`src/hw/usx_pkg.sv`:
```
/*
  usx_pkg: register map, bit positions and types for the synchronous
  serial channel. Assumes an APB master with 32-bit data and byte addresses.
*/
`default_nettype none
// What this block does
// - receive starts when continuous enable set, or single enable in master mode
// - data sampled on shift clock falling edge
// - single gives one word; continuous wins
// - last bit moves word to fifo, flag set
// - receive flag read-only, clears when fifo empty
// - interrupt only when receive enable bit set
// - receive fifo holds two words
// - third word into full fifo sets overrun
// - overrun cleared only by clearing continuous enable
// - overrun blocks all moves into fifo
// - ninth bit and framing error travel per word
// - ninth-bit select receives nine bits per word
// - dropping enables resets receive logic
// - slave mode: partner drives clock, we never
// - slave mode keeps shifting during core sleep
// - transmit flag set when buffered word moves
// - enabled transmit flag wakes the core
// - dropping port or transmit enable resets transmitter
package usx_pkg;
  // register indices; byte address is four times the index
  localparam logic [7:0] IDX_FLAGS = 8'h10;
  localparam logic [7:0] IDX_ENABLES = 8'h11;
  localparam logic [7:0] IDX_RECEIVE_STATUS_CONTROL = 8'h13;
  localparam logic [7:0] IDX_RECEIVE_DATA_BUFFER = 8'h14;
  localparam logic [7:0] IDX_TRANSMIT_STATUS_CONTROL = 8'h15;
  localparam logic [7:0] IDX_TRANSMIT_DATA_BUFFER = 8'h16;
  localparam logic [7:0] IDX_BAUD = 8'h17;
  localparam int unsigned B_SERIAL_PORT_ENABLE = 7;
  localparam int unsigned B_RX9 = 6;
  localparam int unsigned B_SINGLE_RECEIVE_ENABLE = 5;
  localparam int unsigned B_CONTINUOUS_RECEIVE_ENABLE = 4;
  localparam int unsigned B_CLOCK_SOURCE_SELECT = 7;
  localparam int unsigned B_TX9 = 6;
  localparam int unsigned B_TRANSMIT_ENABLE = 5;
  localparam int unsigned B_SYNC = 4;
  localparam int unsigned B_TRANSMIT_NINTH_BIT = 0;
  localparam int unsigned B_RECEIVE_INTERRUPT_FLAG = 0;
  localparam int unsigned B_TRANSMIT_INTERRUPT_FLAG = 1;
  localparam logic [3:0] BITS8 = 4'h8;
  localparam logic [3:0] BITS9 = 4'h9;
  localparam logic [1:0] FIFO_FULL = 2'h2;
  typedef struct packed {
    logic framing_error;
    logic ninth;
    logic [7:0] data;
  } usx_rx_word_s;
  function automatic logic [7:0] usx_addr(input logic [7:0] idx);
    return {idx[5:0], 2'b00};
  endfunction : usx_addr
endpackage : usx_pkg
`default_nettype wire

```
`src/hw/usx_top.sv`:
```
/*
  usx_top: one synchronous serial channel with APB registers, two-deep
  receive fifo, master clock generator and slave clock edge detection.
  Assumes pin inputs are asynchronous and a core that reports sleep.
*/
// Chosen here: the APB interface to the registers.
`default_nettype none
module usx_top
  import usx_pkg::*;
(
  input wire logic pclk,
  input wire logic presetn,
  input wire logic clk_en,
  input wire logic psel,
  input wire logic penable,
  input wire logic pwrite,
  input wire logic [7:0] paddr,
  input wire logic [31:0] pwdata,
  output logic [31:0] prdata,
  output logic pready,
  output logic pslverr,
  input wire logic serial_clock_pin_in,
  output logic serial_clock_pin_out,
  output logic serial_clock_pin_oe,
  input wire logic serial_data_pin_in,
  output logic serial_data_pin_out,
  output logic serial_data_pin_oe,
  input wire logic core_sleep,
  output logic rx_irq,
  output logic tx_irq,
  output logic wake_req
);
  logic serial_port_enable_q, rx9_q, single_receive_enable_q, continuous_receive_enable_q;
  logic clock_source_select_q, tx9_q, transmit_enable_q, sync_q, transmit_ninth_bit_q;
  logic receive_interrupt_enable_q, transmit_interrupt_enable_q;
  logic [7:0] baud_q;
  logic [31:0] prdata_q;
  logic ck_s1_q, ck_s2_q, ck_s3_q, dt_s1_q, dt_s2_q;
  logic [7:0] brg_q;
  logic mck_q;
  logic [8:0] rsr_q;
  logic [3:0] rbit_q;
  usx_rx_word_s fifo_q [2];
  logic wptr_q, rptr_q;
  logic [1:0] cnt_q;
  logic overrun_error_q;
  logic [7:0] txbuf_q;
  logic txfull_q;
  logic [8:0] tsr_q;
  logic [3:0] tbit_q;
  logic tbusy_q, dt_o_q;

  logic wr, rd, setup;
  logic wr_receive_status_control, wr_transmit_status_control, wr_transmit_data_buffer, rd_receive_data_buffer;
  logic mapped;
  logic run, tick, rise, fall;
  logic rx_on, tx_on, rx_done, push, pop, single_receive_enable_done, ovr_set, load;
  logic [3:0] rx_nb, tx_nb;
  logic [8:0] rsr_nxt;
  usx_rx_word_s rx_word, head;
  logic receive_interrupt_flag, transmit_interrupt_flag;

  function automatic logic hit(input logic [7:0] a, input logic [7:0] idx);
    return a == usx_addr(idx);
  endfunction : hit

  assign setup = psel && !penable;
  assign wr = psel && penable && pwrite && clk_en;
  assign rd = psel && penable && !pwrite && clk_en;
  assign wr_receive_status_control = wr && hit(paddr, IDX_RECEIVE_STATUS_CONTROL);
  assign wr_transmit_status_control = wr && hit(paddr, IDX_TRANSMIT_STATUS_CONTROL);
  assign wr_transmit_data_buffer = wr && hit(paddr, IDX_TRANSMIT_DATA_BUFFER);
  assign rd_receive_data_buffer = rd && hit(paddr, IDX_RECEIVE_DATA_BUFFER);
  assign mapped = hit(paddr, IDX_FLAGS) || hit(paddr, IDX_ENABLES)
    || hit(paddr, IDX_RECEIVE_STATUS_CONTROL) || hit(paddr, IDX_RECEIVE_DATA_BUFFER)
    || hit(paddr, IDX_TRANSMIT_STATUS_CONTROL) || hit(paddr, IDX_TRANSMIT_DATA_BUFFER)
    || hit(paddr, IDX_BAUD);
  assign pready = 1'b1;
  assign pslverr = psel && penable && !mapped;
  assign prdata = prdata_q;

  assign head = fifo_q[rptr_q];
  assign receive_interrupt_flag = cnt_q != 2'h0;
  assign transmit_interrupt_flag = !txfull_q;
  assign rx_irq = receive_interrupt_flag && receive_interrupt_enable_q;
  assign tx_irq = transmit_interrupt_flag && transmit_interrupt_enable_q;
  assign wake_req = core_sleep && (rx_irq || tx_irq);

  // slave mode ignores the single enable
  assign rx_on = serial_port_enable_q && sync_q && (continuous_receive_enable_q || (single_receive_enable_q && clock_source_select_q));
  assign tx_on = serial_port_enable_q && sync_q && transmit_enable_q && !rx_on;
  // master clock stops in sleep; a slave keeps shifting on partner edges
  assign run = serial_port_enable_q && sync_q && clock_source_select_q && !core_sleep
    && (rx_on || (tx_on && tbusy_q));
  assign tick = run && (brg_q == baud_q);
  assign rise = clock_source_select_q ? (tick && !mck_q) : (ck_s2_q && !ck_s3_q);
  assign fall = clock_source_select_q ? (tick && mck_q) : (!ck_s2_q && ck_s3_q);

  assign rx_nb = rx9_q ? BITS9 : BITS8;
  assign tx_nb = tx9_q ? BITS9 : BITS8;
  assign rsr_nxt = {dt_s2_q, rsr_q[8:1]};
  assign rx_done = fall && rx_on && (rbit_q == rx_nb - 4'h1);
  always_comb
  begin
    rx_word.framing_error = 1'b0;
    rx_word.ninth = rx9_q ? rsr_nxt[8] : 1'b0;
    rx_word.data = rx9_q ? rsr_nxt[7:0] : rsr_nxt[8:1];
  end
  assign push = rx_done && !overrun_error_q && (cnt_q != FIFO_FULL);
  assign ovr_set = rx_done && !overrun_error_q && (cnt_q == FIFO_FULL);
  assign pop = rd_receive_data_buffer && receive_interrupt_flag;
  assign single_receive_enable_done = rx_done && !continuous_receive_enable_q && clock_source_select_q;
  assign load = tx_on && !tbusy_q && txfull_q;

  assign serial_clock_pin_out = mck_q;
  assign serial_clock_pin_oe = serial_port_enable_q && sync_q && clock_source_select_q;
  assign serial_data_pin_out = dt_o_q;
  assign serial_data_pin_oe = tx_on && tbusy_q;

  always_ff @(posedge pclk or negedge presetn)
  begin
    if (!presetn)
    begin
      serial_port_enable_q <= 1'b0;
      rx9_q <= 1'b0;
      single_receive_enable_q <= 1'b0;
      continuous_receive_enable_q <= 1'b0;
    end
    else if (clk_en)
    begin
      if (wr_receive_status_control)
      begin
        serial_port_enable_q <= pwdata[B_SERIAL_PORT_ENABLE];
        rx9_q <= pwdata[B_RX9];
        single_receive_enable_q <= pwdata[B_SINGLE_RECEIVE_ENABLE];
        continuous_receive_enable_q <= pwdata[B_CONTINUOUS_RECEIVE_ENABLE];
      end
      else if (single_receive_enable_done)
        single_receive_enable_q <= 1'b0;
    end
  end

  always_ff @(posedge pclk or negedge presetn)
  begin
    if (!presetn)
    begin
      clock_source_select_q <= 1'b0;
      tx9_q <= 1'b0;
      transmit_enable_q <= 1'b0;
      sync_q <= 1'b0;
      transmit_ninth_bit_q <= 1'b0;
      receive_interrupt_enable_q <= 1'b0;
      transmit_interrupt_enable_q <= 1'b0;
      baud_q <= 8'h00;
    end
    else if (clk_en && wr)
    begin
      if (hit(paddr, IDX_TRANSMIT_STATUS_CONTROL))
      begin
        clock_source_select_q <= pwdata[B_CLOCK_SOURCE_SELECT];
        tx9_q <= pwdata[B_TX9];
        transmit_enable_q <= pwdata[B_TRANSMIT_ENABLE];
        sync_q <= pwdata[B_SYNC];
        transmit_ninth_bit_q <= pwdata[B_TRANSMIT_NINTH_BIT];
      end
      if (hit(paddr, IDX_ENABLES))
      begin
        receive_interrupt_enable_q <= pwdata[B_RECEIVE_INTERRUPT_FLAG];
        transmit_interrupt_enable_q <= pwdata[B_TRANSMIT_INTERRUPT_FLAG];
      end
      if (hit(paddr, IDX_BAUD))
        baud_q <= pwdata[7:0];
    end
  end

  // read data is captured in the setup phase so pready can stay high
  always_ff @(posedge pclk or negedge presetn)
  begin
    if (!presetn)
      prdata_q <= 32'h0000_0000;
    else if (clk_en && setup)
    begin
      prdata_q <= 32'h0000_0000;
      if (hit(paddr, IDX_FLAGS))
        prdata_q[B_TRANSMIT_INTERRUPT_FLAG:B_RECEIVE_INTERRUPT_FLAG] <= {transmit_interrupt_flag, receive_interrupt_flag};
      if (hit(paddr, IDX_ENABLES))
        prdata_q[B_TRANSMIT_INTERRUPT_FLAG:B_RECEIVE_INTERRUPT_FLAG] <= {transmit_interrupt_enable_q, receive_interrupt_enable_q};
      // an empty fifo has no current word, so its status bits read 0
      if (hit(paddr, IDX_RECEIVE_STATUS_CONTROL))
        prdata_q[7:0] <= {serial_port_enable_q, rx9_q, single_receive_enable_q, continuous_receive_enable_q, 1'b0,
          head.framing_error && receive_interrupt_flag, overrun_error_q, head.ninth && receive_interrupt_flag};
      if (hit(paddr, IDX_RECEIVE_DATA_BUFFER))
        prdata_q[7:0] <= head.data;
      if (hit(paddr, IDX_TRANSMIT_STATUS_CONTROL))
        prdata_q[7:0] <= {clock_source_select_q, tx9_q, transmit_enable_q, sync_q, 2'b00,
          !tbusy_q, transmit_ninth_bit_q};
      if (hit(paddr, IDX_TRANSMIT_DATA_BUFFER))
        prdata_q[7:0] <= txbuf_q;
      if (hit(paddr, IDX_BAUD))
        prdata_q[7:0] <= baud_q;
    end
  end

  always_ff @(posedge pclk or negedge presetn)
  begin
    if (!presetn)
    begin
      ck_s1_q <= 1'b0;
      ck_s2_q <= 1'b0;
      ck_s3_q <= 1'b0;
      dt_s1_q <= 1'b0;
      dt_s2_q <= 1'b0;
    end
    else if (clk_en)
    begin
      ck_s1_q <= serial_clock_pin_in;
      ck_s2_q <= ck_s1_q;
      ck_s3_q <= ck_s2_q;
      dt_s1_q <= serial_data_pin_in;
      dt_s2_q <= dt_s1_q;
    end
  end

  // half period of the master clock is baud divisor plus one cycles
  always_ff @(posedge pclk or negedge presetn)
  begin
    if (!presetn)
    begin
      brg_q <= 8'h00;
      mck_q <= 1'b0;
    end
    else if (clk_en)
    begin
      if (!run)
      begin
        brg_q <= 8'h00;
        mck_q <= 1'b0;
      end
      else if (tick)
      begin
        brg_q <= 8'h00;
        mck_q <= !mck_q;
      end
      else
        brg_q <= brg_q + 8'h01;
    end
  end

  always_ff @(posedge pclk or negedge presetn)
  begin
    if (!presetn)
    begin
      rsr_q <= 9'h000;
      rbit_q <= 4'h0;
    end
    else if (clk_en)
    begin
      if (!rx_on)
      begin
        rsr_q <= 9'h000;
        rbit_q <= 4'h0;
      end
      else if (fall)
      begin
        rsr_q <= rsr_nxt;
        rbit_q <= rx_done ? 4'h0 : rbit_q + 4'h1;
      end
    end
  end

  always_ff @(posedge pclk or negedge presetn)
  begin
    if (!presetn)
    begin
      fifo_q[0] <= '0;
      fifo_q[1] <= '0;
      wptr_q <= 1'b0;
      rptr_q <= 1'b0;
      cnt_q <= 2'h0;
    end
    else if (clk_en)
    begin
      if (push)
      begin
        fifo_q[wptr_q] <= rx_word;
        wptr_q <= !wptr_q;
      end
      if (pop)
        rptr_q <= !rptr_q;
      cnt_q <= cnt_q + {1'b0, push} - {1'b0, pop};
    end
  end

  // a new overrun beats a clearing write in the same cycle
  always_ff @(posedge pclk or negedge presetn)
  begin
    if (!presetn)
      overrun_error_q <= 1'b0;
    else if (clk_en)
    begin
      if (ovr_set)
        overrun_error_q <= 1'b1;
      else if (wr_receive_status_control && !pwdata[B_CONTINUOUS_RECEIVE_ENABLE])
        overrun_error_q <= 1'b0;
    end
  end

  always_ff @(posedge pclk or negedge presetn)
  begin
    if (!presetn)
    begin
      txbuf_q <= 8'h00;
      txfull_q <= 1'b0;
    end
    else if (clk_en)
    begin
      if (wr_transmit_data_buffer)
      begin
        txbuf_q <= pwdata[7:0];
        txfull_q <= 1'b1;
      end
      else if (load)
        txfull_q <= 1'b0;
    end
  end

  // a receive that interrupts a send freezes it without a reset
  always_ff @(posedge pclk or negedge presetn)
  begin
    if (!presetn)
    begin
      tsr_q <= 9'h000;
      tbit_q <= 4'h0;
      tbusy_q <= 1'b0;
      dt_o_q <= 1'b0;
    end
    else if (clk_en)
    begin
      if (!(serial_port_enable_q && transmit_enable_q))
      begin
        tbusy_q <= 1'b0;
        tbit_q <= 4'h0;
        dt_o_q <= 1'b0;
      end
      else if (load)
      begin
        tsr_q <= {transmit_ninth_bit_q, txbuf_q};
        tbit_q <= 4'h0;
        tbusy_q <= 1'b1;
      end
      else if (tx_on && tbusy_q && rise && tbit_q != tx_nb)
      begin
        dt_o_q <= tsr_q[0];
        tsr_q <= {1'b0, tsr_q[8:1]};
        tbit_q <= tbit_q + 4'h1;
      end
      else if (tx_on && tbusy_q && fall && tbit_q == tx_nb)
        tbusy_q <= 1'b0;
    end
  end

  chk_push_flag: assert property (@(posedge pclk) disable iff (!presetn)
    push && clk_en |=> receive_interrupt_flag)
    else $error("received word did not raise the receive flag");
  chk_flag_clear: assert property (@(posedge pclk) disable iff (!presetn)
    $fell(receive_interrupt_flag) |-> $past(pop) && $past(cnt_q) == 2'h1)
    else $error("receive flag cleared while data remained");
  chk_irq_gate: assert property (@(posedge pclk) disable iff (!presetn)
    rx_irq |-> receive_interrupt_enable_q && cnt_q != 2'h0)
    else $error("receive interrupt without enable or data");
  chk_fifo_depth: assert property (@(posedge pclk) disable iff (!presetn)
    cnt_q <= FIFO_FULL)
    else $error("receive fifo above two words");
  chk_overrun_set: assert property (@(posedge pclk) disable iff (!presetn)
    clk_en && rx_done && cnt_q == FIFO_FULL |=> overrun_error_q && cnt_q != 2'h0)
    else $error("third word into full fifo missed overrun");
  chk_overrun_hold: assert property (@(posedge pclk) disable iff (!presetn)
    $fell(overrun_error_q) |-> $past(wr_receive_status_control) && !$past(pwdata[B_CONTINUOUS_RECEIVE_ENABLE]))
    else $error("overrun cleared without clearing continuous enable");
  chk_overrun_block: assert property (@(posedge pclk) disable iff (!presetn)
    overrun_error_q && clk_en |=> $stable(wptr_q))
    else $error("fifo written while overrun set");
  chk_single_once: assert property (@(posedge pclk) disable iff (!presetn)
    clk_en && single_receive_enable_done && !wr_receive_status_control |=> !single_receive_enable_q && !rx_on)
    else $error("single receive did not stop after one word");
  chk_slave_clock: assert property (@(posedge pclk) disable iff (!presetn)
    !clock_source_select_q |-> !serial_clock_pin_oe && !run)
    else $error("clock pin driven in slave mode");
  chk_tx_abort: assert property (@(posedge pclk) disable iff (!presetn)
    clk_en && !transmit_enable_q |=> !tbusy_q && !serial_data_pin_oe)
    else $error("transmitter still busy after enable dropped");
  chk_transmit_interrupt_flag_move: assert property (@(posedge pclk) disable iff (!presetn)
    $rose(transmit_interrupt_flag) |-> $past(load))
    else $error("transmit flag rose without a move to the shifter");

  cov_fifo_full: cover property (@(posedge pclk) push ##[1:400] push);
  cov_overrun: cover property (@(posedge pclk) ovr_set);
  cov_tx_two: cover property (@(posedge pclk) load ##[1:400] load);
  cov_sleep_wake: cover property (@(posedge pclk) wake_req && !clock_source_select_q);
endmodule : usx_top
`default_nettype wire

```
`config.mk`:
```
export PLATFORM = sky130hd
export DESIGN_NAME = usx_top
export DESIGN_NICKNAME = d
export VERILOG_FILES = /design/src/hw/usx_pkg.sv /design/src/hw/usx_top.sv
export SDC_FILE = /design/constraint.sdc
export NUM_CORES = 1
export LEC_CHECK = 0
export ABC_AREA = 1
export CORE_ASPECT_RATIO = 1.1
export CORE_MARGIN = 8
export CORE_UTILIZATION = 49
export DETAILED_ROUTE_END_ITERATION = 8
export DONT_BUFFER_PORTS = 1
export GPL_TIMING_DRIVEN = 0
export PLACE_DENSITY = 0.63
export SYNTH_ARGS = -nofsm -noshare
export SYNTH_HDL_FRONTEND = slang
export SYNTH_SLANG_ARGS = --single-unit
```
`constraint.sdc`:
```
create_clock -name pclk -period 2.32 [get_ports pclk]
set_input_delay 0.348 -clock pclk [delete_from_list [all_inputs] [get_ports pclk]]
set_output_delay 0.348 -clock pclk [all_outputs]
set_load 0.05 [all_outputs]
```
==> results.json <==
{
  "required_ns": 2.55,
  "dp.cells": 810,
  "core_mm2": 0.01039,
  "setup.worst_path.end_class": "register",
  "ff2ff_setup_slack_ns": 0.12,
  "start_util_pct": 50.39,
  "wl_per_cell_um": 15.62,
  "synthArstFlopShare_pct": 100.0,
  "clk-insertion-delay-late_ns": 0.35,
  "cts_max_level": 3,
  "synth_compound_area_share_pct": 15.70,
  "yosys-top-cells-area": "dfrtp_1 (48%), nand2_1 (12%), o21ai_0 (6.8%)",
  "grt_overflow_total": 0,
  "final_common_cell": "nand2_1",
  "power_leakage_nw": 2.846,
  "outcome": "complete, but fails checks",
  "ys_types": 48,
  "wirelength_mm": 13.17,
  "syn_area_mm2": 0.005238,
  "cts.clk_slew.worst_paths_ns": 0.07,
  "slew-limit-headroom_pct": 37.63,
  "ant_nets": 0,
  "critPathLaunchType": "primary input",
  "rsz0062_at_grt": "yes",
  "clk_path_buf_depth": 2,
  "place_area_mm2": 0.005508,
  "cp-startpoint": "paddr[5]",
  "utilization_pct": 57.76,
  "drv_slew": 0,
  "syn_inst": 644,
  "drive_gt1_share_pct": 16.43,
  "min_period_ns": 2.261,
  "irDropWorstVdd_mv": 0.3292,
  "setup_viol": 0,
  "hold_ws_ns": -0.3066,
  "hold_violations": 100,
  "cts_root_buf": "clkbuf_16",
  "first_pass_iters": 5,
  "die_h_um": 124.4,
  "finalWeightedCongestion": 0.8533,
  "synth_simple_gate_area_share_pct": 21.21,
  "r2r_cells": 17,
  "synth_warnings": 0,
  "grt_antenna_before_repair": 0,
  "grt_max_degree": 101,
  "synthXorXnorAreaFrac_pct": 1.672,
  "violations": "hold timing",
  "drc": 0,
  "rr_startpoint": "clock_source_select_q",
  "synth_top_family_by_area": "simple AND/OR/NAND/NOR gates",
  "yosysTopAreaCell": "dfrtp_1",
  "antenna_cells": 0,
  "synthMuxAreaShare_pct": 1.386,
  "worst-path-max-fanout": 9,
  "worstMarginPinSlew_ns": 0.9321,
  "reg2reg_to": "cnt_q[1]",
  "viasPerCell": 5.153,
  "synthToLayoutAreaGrowth_pct": 14.62,
  "via_count": 4344,
  "tritoncts": "done",
  "synth_edf_count": 0,
  "drtIter0Drc": 321,
  "grt_pass1_wl_mm": 21.40,
  "crit_end": "cnt_q[1]",
  "hold_class": "in2async",
  "synth-adder-area-share_pct": 0.9556,
  "ys_ff_latch": 100,
  "cap_violations": 0,
  "ys.flop_type": "dfrtp_1",
  "die_area_mm2": 0.01426,
  "finalNonFillerCells": 843,
  "cts_sinks": 100,
  "grt_pass1_vias": 4271,
  "fin_area_mm2": 0.006003,
  "nets": 748,
  "clock_skew_ns": 0.006697,
  "fmax_mhz": 442.3,
  "fin_crit_sh_pct": 97.44,
  "io_buffers": 0,
  "fp-row-count": 39,
  "arrival_ns": 2.49,
  "io-pin-count": 90,
  "hpwl_mm": 9.816,
  "fp.dieW_um": 114.6,
  "ys_seq_area_share_pct": 47.78,
  "cts_buffers": 9,
  "avgSynthCellArea_um2": 8.133,
  "layout_common_cells": "nand2_1 (164), dfrtp_1 (97), inv_1 (74), o21ai_0 (70), buf_4 (43)",
  "path_class": "in2reg",
  "power_density_mw_per_mm2": 575.4,
  "synth_top_area_share_pct": 47.78,
  "grt_usage_pct": 19.01
}
## cells in the mapped netlist (2+ instances only)
cell / count
nand3b_1: 2
inv_2: 8
nand3_1: 24
buf_4: 25
nand2_1: 168
xnor2_1: 2
dfrtp_1: 100
conb_1: 2
clkbuf_1: 11
o21ai_0: 71
mux2i_1: 5
o21a_1: 2
o22ai_1: 13
ha_1: 4
o21ai_2: 16
o32ai_1: 3
buf_6: 2
nor3_1: 11
nand4_1: 8
xor2_1: 8
nor2_1: 36
a21oi_1: 18
mux2_2: 2
inv_1: 76
o211ai_1: 2
o21ai_1: 3
## cell families (layout without fill, tap and decap cells)
kind of cell               count (synthesis)  in the layout
adders and majority gates                  4              4
other                                      2             25
AOI/OAI and AO/OA                        137            137
and+or+nand+nor                          258            258
muxes                                      7              7
DFF                                      100            100
xor gates and xnor gates                  10             10
buffers and inverters                    126            159
## worst min-delay path by stage
stage / end / depth (start not counted)
finish: brg_q[6] / 0
global route: brg_q[6] / 0
CTS: brg_q[5] / 0
detailed placement: brg_q[5] / 0
global placement: brg_q[5] / 0
floorplan: baud_q[0] / 0
## cell type report
| cell class | instances | area (µm²) |
|---|---|---|
| Buffer | 39 | 256.5 |
| Clock buffer | 11 | 252.7 |
| Clock inverter | 5 | 36.28 |
| Fill cell | 982 | 4390 |
| Inverter | 86 | 324.1 |
| Multi-Input combinational cell | 441 | 2313 |
| Sequential cell | 100 | 2506 |
| Tap cell | 143 | 178.9 |
| Timing Repair Buffer | 18 | 135.1 |
## critical path: stages
cell	delay, ns
nor2_1	0.08
nand2_1	0.08
nor2_1	0.14
inv_1	0.09
nor2_1	0.10
clkinv_1	0.26
nor4_2	0.62
or2_4	0.25
nand2_4	0.05
ha_4	0.15
nand3_1	0.11
nand3_1	0.08
nand2_1	0.08
nand2_1	0.05
## report_power, final
| part | internal [W] | switching (W) | leakage, nW |
|---|---|---|---|
| logic | 0.0000553 | 0.000172 | 1.33 |
| registers | 0.00176 | 0.0000135 | 1.37 |
| clock network | 0.000789 | 0.000667 | 0.145 |
## state kept, by name, indices dropped and copies added, names as in the netlist, 2 cells and up
name,cells
rsr_q,8
baud_q,8
tbit_q,4
txbuf_q,8
rbit_q,4
tsr_q,9
cnt_q,2
prdata,8
fifo_q,18
brg_q,8
## timing repair
| action | 4_1_cts | 5_1_grt |
|---|---|---|
| endpoints found under the hold margin | 100 | 100 |
| setup buffers | 13 | 5 |
| endpoints found under the setup margin | 16 | 24 |
| cloned | 0 | 0 |
| pin swaps | 6 | 8 |
| gates resized for setup | 12 | 11 |
## layer usage
metal	global-route usage [%]	vias to the layer above	share of wire [%]
met4	6.745	0	2.2
met2	32.25	95	50
met3	4.219	21	5.7
li1	-	2149	-
met5	0	-	0
met1	22.94	2079	43
## stage by stage
| stage | setup slack, ns | TNS, ns | power, W | hold WS [ns] |
|---|---|---|---|---|
| 6_report | 0.05929 | 0 | 0.003454 | -0.3066 |
| 5_1_grt | -0.08533 | -0.08756 | 0.003560 | -0.3219 |
| 4_1_cts | -0.01137 | -0.01137 | 0.003473 | -0.3162 |
| 3_5_place_dp | -0.5314 | -4.135 | 0.002024 | 0.05711 |
| 3_3_place_gp | -0.4009 | -3.949 | 0.002022 | 0.05704 |
| 2_1_floorplan | 0.07068 | 0 | 0.001993 | 0.05241 |
(Power assumes the default switching activity.)
